$ cat config.mk
export PLATFORM = sky130hd
export DESIGN_NAME = asr_router
export DESIGN_NICKNAME = d
export VERILOG_FILES = /design/src/rtl/asr_pkg.sv /design/src/rtl/asr_wb_slave.sv /design/src/rtl/asr_irq.sv /design/src/rtl/asr_router.sv
export SDC_FILE = /design/constraint.sdc
export NUM_CORES = 1
export LEC_CHECK = 0
export ABC_AREA = 1
export ABC_CLOCK_PERIOD_IN_PS = 1200
export BUFFER_PORTS_ARGS = -buffer_cell sky130_fd_sc_hd__buf_2
export CAP_MARGIN = 5
export CORE_MARGIN = 4
export CORE_UTILIZATION = 45
export CTS_BUF_LIST = sky130_fd_sc_hd__clkbuf_4
export DETAILED_ROUTE_END_ITERATION = 7
export MAX_ROUTING_LAYER = met4
export PLACE_DENSITY_LB_ADDON = 0.25
export SLEW_MARGIN = 10
export SYNTH_ARGS = -nofsm -noshare
export SYNTH_HDL_FRONTEND = slang
export SYNTH_SLANG_ARGS = --single-unit
$ cat constraint.sdc
create_clock -name clk_i -period 1.2 [get_ports clk_i]
set_input_delay 0.18 -clock clk_i [delete_from_list [all_inputs] [get_ports clk_i]]
set_output_delay 0.18 -clock clk_i [all_outputs]
set_load 0.01 [all_outputs]
$ cat src/rtl/asr_pkg.sv
package asr_pkg;

    // ------------------------------------------------------------
    // bus geometry
    // ------------------------------------------------------------
    localparam int ADR_W  = 5;
    localparam int DAT_W  = 32;
    localparam int SEL_W  = 4;
    localparam int CTRL_W = 16;
    localparam int EV_W   = 5;
    localparam int STAT_W = 8;

    // ------------------------------------------------------------
    // register byte offsets
    // ------------------------------------------------------------
    localparam logic [ADR_W-1:0] OFS_CTRL     = 5'h00;
    localparam logic [ADR_W-1:0] OFS_STATUS   = 5'h04;
    localparam logic [ADR_W-1:0] OFS_IRQ_STAT = 5'h08;
    localparam logic [ADR_W-1:0] OFS_IRQ_CLR  = 5'h0C;
    localparam logic [ADR_W-1:0] OFS_IRQ_EN   = 5'h10;

    // ------------------------------------------------------------
    // control register fields
    // ------------------------------------------------------------
    localparam int CTRL_ALLOW = 0;   // 1: remote control allowed
    localparam int CTRL_RMODE = 1;   // resistance regulation enable
    localparam int CTRL_SPEED = 2;   // 2-bit controller speed
    localparam int CTRL_RANGE = 4;   // 1: 10 V analog range
    localparam int CTRL_SBINV = 5;   // standby pin inverted
    localparam int CTRL_SBACT = 6;   // 1: standby pin may switch on again
    localparam int CTRL_PIN6  = 7;   // 2-bit first alarm source
    localparam int CTRL_PIN14 = 9;   // 3-bit second alarm mask
    localparam int CTRL_PIN15 = 12;  // 1: third pin shows DC state

    // mask bits inside the second alarm field
    localparam int P14_OV = 0;
    localparam int P14_OC = 1;
    localparam int P14_OP = 2;

    typedef enum logic [1:0] {
        ASR_SPD_SLOW   = 2'b00,
        ASR_SPD_NORMAL = 2'b01,
        ASR_SPD_FAST   = 2'b10
    } asr_speed_type;

    typedef enum logic [1:0] {
        ASR_P6_OT   = 2'b00,
        ASR_P6_PF   = 2'b01,
        ASR_P6_BOTH = 2'b10
    } asr_pin6_type;

    // ------------------------------------------------------------
    // reset values
    // ------------------------------------------------------------
    localparam logic [2:0]        PIN14_RST  = 3'h1;
    localparam logic [CTRL_W-1:0] CTRL_RST   = CTRL_W'(1 << CTRL_ALLOW)
                                             | CTRL_W'({14'h0000, ASR_SPD_NORMAL} << CTRL_SPEED)
                                             | CTRL_W'({14'h0000, ASR_P6_BOTH} << CTRL_PIN6)
                                             | CTRL_W'({13'h0000, PIN14_RST} << CTRL_PIN14);
    localparam logic [EV_W-1:0]   IRQ_EN_RST = 5'h00;

    // ------------------------------------------------------------
    // event and status bits
    // ------------------------------------------------------------
    localparam int EV_PF      = 0;
    localparam int EV_OT      = 1;
    localparam int EV_P14     = 2;
    localparam int EV_SB_OFF  = 3;
    localparam int EV_REFUSED = 4;

    localparam int ST_DC     = 0;
    localparam int ST_MENU   = 1;
    localparam int ST_LOCAL  = 2;
    localparam int ST_SB     = 3;
    localparam int ST_PIN6   = 4;
    localparam int ST_PIN14  = 5;
    localparam int ST_PIN15  = 6;
    localparam int ST_RESUME = 7;

endpackage : asr_pkg

$ cat src/rtl/asr_wb_slave.sv
`timescale 1ns/100ps
module asr_wb_slave (
    input  wire logic                       clk_i,
    input  wire logic                       rst_i,
    input  wire logic                       ce_i,
    input  wire logic                       cyc_i,
    input  wire logic                       stb_i,
    input  wire logic                       we_i,
    input  wire logic [asr_pkg::DAT_W-1:0]  rd_data_i,
    output logic                            ack_o,
    output logic      [asr_pkg::DAT_W-1:0]  dat_o,
    output logic                            wr_o
);
    import asr_pkg::*;

    typedef struct packed {
        logic             ack;
        logic [DAT_W-1:0] dat;
    } asr_wb_state_type;

    asr_wb_state_type s;
    asr_wb_state_type next_s;

    // ------------------------------------------------------------
    // handshake
    // ------------------------------------------------------------
    // ack one cycle after the request, read data captured with it
    always_comb begin
        next_s = s;
        if (cyc_i && stb_i && !s.ack) begin
            next_s.ack = 1'b1;
            next_s.dat = rd_data_i;
        end else begin
            next_s.ack = 1'b0;
        end
    end

    always_ff @(posedge clk_i) begin
        if (rst_i) begin
            s <= '0;
        end else if (ce_i) begin
            s <= next_s;
        end
    end

    // write lands on the edge where the master sees ack
    assign wr_o  = cyc_i & stb_i & we_i & s.ack & ce_i;
    assign ack_o = s.ack;
    assign dat_o = s.dat;

endmodule : asr_wb_slave

$ cat src/rtl/asr_irq.sv
`timescale 1ns/100ps
module asr_irq (
    input  wire logic                      clk_i,
    input  wire logic                      rst_i,
    input  wire logic                      ce_i,
    input  wire logic [asr_pkg::EV_W-1:0]  ev_i,
    input  wire logic                      clr_wr_i,
    input  wire logic                      en_wr_i,
    input  wire logic [asr_pkg::EV_W-1:0]  wdata_i,
    output logic      [asr_pkg::EV_W-1:0]  stat_o,
    output logic      [asr_pkg::EV_W-1:0]  en_o,
    output logic                           irq_o
);
    import asr_pkg::*;

    typedef struct packed {
        logic [EV_W-1:0] stat;
        logic [EV_W-1:0] en;
        logic            irq;
    } asr_irq_state_type;

    asr_irq_state_type s;
    asr_irq_state_type next_s;
    logic [EV_W-1:0]   stat_nx;

    // ------------------------------------------------------------
    // sticky bits
    // ------------------------------------------------------------
    // a new event beats a clear in the same cycle
    for (genvar g = 0; g < EV_W; g++) begin : g_bit
        assign stat_nx[g] = ev_i[g] | (s.stat[g] & ~(clr_wr_i & wdata_i[g]));
    end

    always_comb begin
        next_s      = s;
        next_s.stat = stat_nx;
        if (en_wr_i) begin
            next_s.en = wdata_i;
        end
        next_s.irq = |(stat_nx & next_s.en);
    end

    always_ff @(posedge clk_i) begin
        if (rst_i) begin
            s     <= '0;
            s.en  <= IRQ_EN_RST;
        end else if (ce_i) begin
            s <= next_s;
        end
    end

    assign stat_o = s.stat;
    assign en_o   = s.en;
    assign irq_o  = s.irq;

endmodule : asr_irq

$ cat src/rtl/asr_router.sv
// Our own choices: the Wishbone slave port and the placing of the registers.
`timescale 1ns/100ps
module asr_router (
    input  wire logic                       clk_i,
    input  wire logic                       rst_i,
    input  wire logic                       ce_i,
    input  wire logic                       wb_cyc_i,
    input  wire logic                       wb_stb_i,
    input  wire logic                       wb_we_i,
    input  wire logic [asr_pkg::ADR_W-1:0]  wb_adr_i,
    input  wire logic [asr_pkg::SEL_W-1:0]  wb_sel_i,
    input  wire logic [asr_pkg::DAT_W-1:0]  wb_dat_i,
    output logic      [asr_pkg::DAT_W-1:0]  wb_dat_o,
    output logic                            wb_ack_o,
    output logic                            irq_o,
    input  wire logic                       overtemp_alarm_i,
    input  wire logic                       power_fail_alarm_i,
    input  wire logic                       overvoltage_alarm_i,
    input  wire logic                       overcurrent_alarm_i,
    input  wire logic                       overpower_alarm_i,
    input  wire logic                       const_voltage_regulation_i,
    input  wire logic                       remote_standby_input_i,
    input  wire logic                       analog_remote_i,
    input  wire logic                       local_on_i,
    input  wire logic                       local_off_i,
    input  wire logic                       remote_on_i,
    input  wire logic                       remote_off_i,
    input  wire logic                       menu_touch_i,
    input  wire logic                       menu_exit_i,
    output logic                            alarm_pin6_o,
    output logic                            alarm_pin14_o,
    output logic                            status_pin15_o,
    output logic                            dc_on_o,
    output logic                            menu_shown_o,
    output logic                            status_view_o,
    output logic                            local_only_o,
    output logic                            r_mode_o,
    output logic                            show_resistance_o,
    output logic      [1:0]                 vctl_speed_o,
    output logic                            ref_10v_o
);
    import asr_pkg::*;

    // ------------------------------------------------------------
    // state
    // ------------------------------------------------------------
    typedef struct packed {
        logic [CTRL_W-1:0] ctrl;
        logic              sb_meta;
        logic              sb_sync;
        logic              dc_on;
        logic              resume;
        logic              pin6;
        logic              pin14;
        logic              pin15;
        logic              menu;
        logic              status_view;
        logic              local_only;
        logic              r_mode;
        logic              show_res;
        logic [1:0]        speed;
        logic              ref_10v;
        logic              prev_pf;
        logic              prev_ot;
    } asr_main_state_type;

    asr_main_state_type s;
    asr_main_state_type next_s;

    logic               bus_wr;
    logic [DAT_W-1:0]   rd_data;
    logic [EV_W-1:0]    events;
    logic [EV_W-1:0]    irq_stat;
    logic [EV_W-1:0]    irq_en;
    logic [ADR_W-1:0]   wofs;
    logic [CTRL_W-1:0]  ctrl_wr;
    logic               allow;
    logic               sb_eff;
    logic               analog_mode;
    logic               sb_onoff;
    logic [2:0]         p14_mask;
    logic [1:0]         p6_sel;
    logic [1:0]         spd_sel;

    // ------------------------------------------------------------
    // bus slave and interrupt block
    // ------------------------------------------------------------
    asr_wb_slave u_wb (
        .clk_i     (clk_i),
        .rst_i     (rst_i),
        .ce_i      (ce_i),
        .cyc_i     (wb_cyc_i),
        .stb_i     (wb_stb_i),
        .we_i      (wb_we_i),
        .rd_data_i (rd_data),
        .ack_o     (wb_ack_o),
        .dat_o     (wb_dat_o),
        .wr_o      (bus_wr)
    );

    asr_irq u_irq (
        .clk_i    (clk_i),
        .rst_i    (rst_i),
        .ce_i     (ce_i),
        .ev_i     (events),
        .clr_wr_i (bus_wr && wofs == OFS_IRQ_CLR && wb_sel_i[0]),
        .en_wr_i  (bus_wr && wofs == OFS_IRQ_EN && wb_sel_i[0]),
        .wdata_i  (wb_dat_i[EV_W-1:0]),
        .stat_o   (irq_stat),
        .en_o     (irq_en),
        .irq_o    (irq_o)
    );

    // word-aligned offset; low address bits are ignored
    assign wofs = {wb_adr_i[ADR_W-1:2], 2'b00};

    // ------------------------------------------------------------
    // decoded settings
    // ------------------------------------------------------------
    assign allow       = s.ctrl[CTRL_ALLOW];
    assign sb_onoff    = s.ctrl[CTRL_SBACT];
    assign p14_mask    = s.ctrl[CTRL_PIN14 +: 3];
    assign p6_sel      = s.ctrl[CTRL_PIN6 +: 2];
    assign spd_sel     = s.ctrl[CTRL_SPEED +: 2];
    assign sb_eff      = s.sb_sync ^ s.ctrl[CTRL_SBINV];
    assign analog_mode = analog_remote_i & allow;

    // byte-lane merge; an empty second-alarm mask is refused
    always_comb begin
        ctrl_wr = s.ctrl;
        if (wb_sel_i[0]) begin
            ctrl_wr[7:0] = wb_dat_i[7:0];
        end
        if (wb_sel_i[1]) begin
            ctrl_wr[15:8] = wb_dat_i[15:8];
        end
        if (ctrl_wr[CTRL_PIN14 +: 3] == 3'h0) begin
            ctrl_wr[CTRL_PIN14 +: 3] = s.ctrl[CTRL_PIN14 +: 3];
        end
    end

    // read mux; unmapped offsets read zero
    always_comb begin
        rd_data = '0;
        case (wofs)
            OFS_CTRL: begin
                rd_data[CTRL_W-1:0] = s.ctrl;
            end
            OFS_STATUS: begin
                rd_data[ST_DC]     = s.dc_on;
                rd_data[ST_MENU]   = s.menu;
                rd_data[ST_LOCAL]  = s.local_only;
                rd_data[ST_SB]     = sb_eff;
                rd_data[ST_PIN6]   = s.pin6;
                rd_data[ST_PIN14]  = s.pin14;
                rd_data[ST_PIN15]  = s.pin15;
                rd_data[ST_RESUME] = s.resume;
            end
            OFS_IRQ_STAT: begin
                rd_data[EV_W-1:0] = irq_stat;
            end
            OFS_IRQ_EN: begin
                rd_data[EV_W-1:0] = irq_en;
            end
            default: begin
                rd_data = '0;
            end
        endcase
    end

    // ------------------------------------------------------------
    // next state
    // ------------------------------------------------------------
    always_comb begin
        next_s         = s;
        events         = '0;
        next_s.sb_meta = remote_standby_input_i;
        next_s.sb_sync = s.sb_meta;
        next_s.prev_pf = power_fail_alarm_i;
        next_s.prev_ot = overtemp_alarm_i;
        if (bus_wr && wofs == OFS_CTRL) begin
            next_s.ctrl = ctrl_wr;
        end

        // DC stage: power fail first, then standby, then commands
        if (power_fail_alarm_i) begin
            next_s.dc_on  = 1'b0;
            next_s.resume = 1'b0;
        end else if (analog_mode) begin
            next_s.dc_on  = ~sb_eff;
            next_s.resume = 1'b0;
        end else if (sb_eff) begin
            // standby only ever cuts the stage here
            if (s.dc_on) begin
                events[EV_SB_OFF] = 1'b1;
                next_s.resume     = sb_onoff;
            end
            next_s.dc_on = 1'b0;
        end else if (s.resume && sb_onoff) begin
            next_s.dc_on  = 1'b1;
            next_s.resume = 1'b0;
        end else begin
            next_s.resume = 1'b0;
            if (local_off_i || (remote_off_i && allow)) begin
                next_s.dc_on = 1'b0;
            end else if (local_on_i || (remote_on_i && allow)) begin
                next_s.dc_on = 1'b1;
            end
        end
        // remote attempts under lockout are dropped and flagged
        events[EV_REFUSED] = ~allow & (remote_on_i | remote_off_i | analog_remote_i);

        // menu only with the stage off; status view otherwise
        if (next_s.dc_on || menu_exit_i) begin
            next_s.menu = 1'b0;
        end else if (menu_touch_i) begin
            next_s.menu = 1'b1;
        end
        next_s.status_view = next_s.dc_on;
        next_s.local_only  = ~allow;

        // alarm routing, one clock from inputs and selection
        unique case (p6_sel)
            ASR_P6_OT: begin
                next_s.pin6 = overtemp_alarm_i;
            end
            ASR_P6_PF: begin
                next_s.pin6 = power_fail_alarm_i;
            end
            default: begin
                next_s.pin6 = overtemp_alarm_i | power_fail_alarm_i;
            end
        endcase
        next_s.pin14 = (p14_mask[P14_OV] & overvoltage_alarm_i)
                     | (p14_mask[P14_OC] & overcurrent_alarm_i)
                     | (p14_mask[P14_OP] & overpower_alarm_i);
        next_s.pin15 = s.ctrl[CTRL_PIN15] ? s.dc_on : const_voltage_regulation_i;
        events[EV_PF]  = power_fail_alarm_i & ~s.prev_pf;
        events[EV_OT]  = overtemp_alarm_i & ~s.prev_ot;
        events[EV_P14] = next_s.pin14 & ~s.pin14;

        // settings driven out
        next_s.r_mode   = s.ctrl[CTRL_RMODE];
        next_s.show_res = s.ctrl[CTRL_RMODE];
        next_s.ref_10v  = s.ctrl[CTRL_RANGE];
        // the unused speed code runs at normal speed
        unique case (spd_sel)
            ASR_SPD_SLOW: begin
                next_s.speed = ASR_SPD_SLOW;
            end
            ASR_SPD_FAST: begin
                next_s.speed = ASR_SPD_FAST;
            end
            default: begin
                next_s.speed = ASR_SPD_NORMAL;
            end
        endcase
    end

    // ------------------------------------------------------------
    // registers
    // ------------------------------------------------------------
    always_ff @(posedge clk_i) begin
        if (rst_i) begin
            s        <= '0;
            s.ctrl   <= CTRL_RST;
            s.speed  <= ASR_SPD_NORMAL;
        end else if (ce_i) begin
            s <= next_s;
        end
    end

    assign alarm_pin6_o      = s.pin6;
    assign alarm_pin14_o     = s.pin14;
    assign status_pin15_o    = s.pin15;
    assign dc_on_o           = s.dc_on;
    assign menu_shown_o      = s.menu;
    assign status_view_o     = s.status_view;
    assign local_only_o      = s.local_only;
    assign r_mode_o          = s.r_mode;
    assign show_resistance_o = s.show_res;
    assign vctl_speed_o      = s.speed;
    assign ref_10v_o         = s.ref_10v;
endmodule : asr_router

==> metrics.md <==
| Metric | Value |
|---|---|
| DRC Markers | `0` |
| Clock Power Share | `0.349` |
| RD Place Congestion | `0.872` |
| Clock sink count | `59` |
| Static Leak | `1.73 nW` |
| Final WS setup | `-205 ps` |
| Worst EP required | `1490 ps` |
| Die H | `86.3 um` |
| Synth Register Bits | `59` |
| First-pass GRT wire length | `12000 um` |
| DP HPWL | `5650 um` |
| Final min period | `1400 ps` |
| Cell-internal power | `2.86 mW` |
| Outcome | `complete, but fails checks` |
| DP Worst Slack | `-173 ps` |
| Worst Skew | `12.3 ps` |
| Reg clk slew, reported paths | `100 ps` |
| CP endpoint kind | `flip-flop` |
| Setup TNS | `-1930 ps` |
| Root Driver | `clkbuf_4` |
| Most frequent cells in the layout | `buf_2, nand2_1, dfxtp_1` |
| Comb pwr share | `0.131` |
| 1st-pass router iterations | `4` |
| H-tree depth | `3` |
| Antenna viol nets, final | `0` |
| Gr ovfl total | `0` |
| Final setup vio count | `26` |
| Via count | `2862` |
| Ys async rst share | `0` |
| P&R area growth vs syn | `36.3%` |
| Vias in the first global route | `2573` |
| Placed cell area | `0.00335 mm^2` |
| Chip width | `86.3 um` |
| Critical path arrival | `1690 ps` |
| Number of distinct library cells after synthesis | `35` |
| Drt total wl | `7830 um` |
| Violated checks | `negative setup slack` |
| MaxCap Viol Count | `0` |
| Max IR drop VDD | `0.000615 V` |
| CP max FO | `6` |
| Synth Instances | `374` |
| Pins Over Slew Limit | `0` |
| Drt wl/cell | `14.0 um` |
| Main synth FF type | `dfxtp_1` |
| Num CTS Buffers | `9` |
| Synth warn | `0` |
| I/O Buffers | `70` |
| DRT iter0 DRCs | `192` |
| FMAX | `712 MHz` |
| Sequential fraction of the synthesis area | `0.428` |
| Critical path startpoint category | `flip-flop` |
| Clk buf depth | `2` |
| Worst skew pair latency | `400 ps` |
| Io pins | `107` |
| Share of cells above drive strength 1 | `0.370` |
| Syn_area_per_cell | `7.38 um^2` |
| Seq pwr share | `0.520` |
| Std cell rows | `28` |
| NetSw | `1.06 mW` |
| Fin. Hold Viols | `0` |
| Ant diodes | `0` |
| RSZ-0062 raised after global routing | `yes` |
| Fill cell count | `524` |
| CTS tree | `done` |
| Fin nets | `542` |
| Post-synth EDFFs | `0` |
| Commonest non-fill, non-tap cell in the layout | `buf_2` |
| Hold crit path type | `input pin to flip-flop` |
| Die footprint | `0.00745 mm^2` |
| Largest net degree at the start of global routing | `39` |
| Multi-input gate area | `0.00143 mm^2` |
| Kind of critical path | `flip-flop to flip-flop` |
| Global Route Usage Sum | `0.214` |
| Tcrit/Tclk final | `1.17` |
| Switching fraction of total power | `0.271` |
| Storage element area | `0.00119 mm^2` |
| Synth Cell Area | `0.00276 mm^2` |
| Placeable Area | `0.00592 mm^2` |
| Initial antenna violation count | `0` |
| Fin cells | `561` |
| Vias per inst | `5.10` |
| Final Core Density | `0.635` |
| Pwr/cell area | `1040 mW/mm^2` |
| Placed insts | `536` |
| Initial core utilization | `0.466` |
| Worst hold slack | `39.8 ps` |
| Overall power | `3.92 mW` |
| Design Area, Final | `0.00376 mm^2` |
[cell usage after synthesis (4+ instances only)]
library cell   n  area, um^2
a21oi_1       48         240
a31oi_1        4        25.0
buf_2          6        30.0
buf_4         20         150
clkbuf_1       8        30.0
dfxtp_1       59        1180
inv_1         32         120
nand2_1       79         297
nand2_2        5        31.3
nand3_1       24         120
nand4_1        5        31.3
nor2_1        14        52.6
nor2_4         4        45.0
o211ai_1       4        30.0
o21ai_0       33         165
[layout make-up]
type | instances | share of cell area
timing repair buffer | 116 | 0.207
inverter | 36 | 0.0386
tap | 75 | 0.0249
multi-input combinational | 259 | 0.379
sequential | 59 | 0.316
clock buffer | 10 | 0.0200
clock inverter | 6 | 0.0150
[what timing repair did]
item / 4_1_cts / 5_1_grt
setup endpoints to repair: 16 / 45
hold buffers: 2 / 1
hold endpoints to repair: 2 / 1
pin swaps: 0 / 14
resized for setup: 12 / 51
buffers inserted: 2 / 4
[cell families (layout without fill, tap and decap cells)]
family                 after synthesis  count (layout)  synth area share
XOR/XNOR                             1               1           0.00317
multiplexers                         3               3            0.0109
other                                1              16           0.00136
flip-flops                          59              59             0.428
AND/OR/NAND/NOR                    138             138             0.228
buffers and inverters               71             168             0.129
AO/OA/AOI/OAI                      101             101             0.199
[path summary, 6_finish.rpt]
check | start | to | slack [ps] | depth (start not counted)
setup / recovery | u_wb.ack_o | u_irq.irq_o | -200 | 10
hold / removal | wb_dat_i[8] | p6_sel[1] | 40 | 3
setup reg to reg | u_wb.ack_o | u_irq.irq_o | -200 | 10
hold reg to reg | u_wb.dat_o[4] | u_wb.dat_o[4] | 470 | 2
[power by group through the flow]
stage,Sequential [mW],Clock (mW),Combinational [mW]
final,2.04,1.37,0.513
after global routing,2.04,1.51,0.565
after CTS,2.03,1.39,0.469
after detailed placement,2.08,0,0.456
after global placement,2.08,0,0.451
after floorplan,2.09,0,0.274
[worst max-delay path, stage by stage (launching register included)]
cell	delay [ps]
dfxtp_4	370
nand2_4	50
nor2_4	160
buf_6	120
nand3_4	100
nand2_2	110
nand2_1	50
nand2_1	60
nand2_1	70
nor2_2	120
a21oi_1	70
[registers in the layout, summed over array words and instances (netlist names)]
name	flops
allow	1
u_irq.stat_o	5
p14_mask	3
p6_sel	2
vctl_speed_o	2
ref_10v_o	1
alarm_pin6_o	1
u_wb.dat_o	16
status_view_o	1
show_resistance_o	1
local_only_o	1
s	12
u_irq.en_o	5
next_s	3
u_irq.irq_o	1
u_wb.ack_o	1
alarm_pin14_o	1
status_pin15_o	1
menu_shown_o	1
[routing by layer]
| metal | global-route usage | vias up | routed length [um] |
|---|---|---|---|
| li1 | - | 1431 | - |
| met1 | 0.278 | 1320 | 3450 |
| met2 | 0.320 | 98 | 3720 |
| met3 | 0.0428 | 13 | 499 |
| met4 | 0.103 | 0 | 159 |
| met5 | - | - | 0 |
No activity file was read; power rests on OpenSTA's default activity.
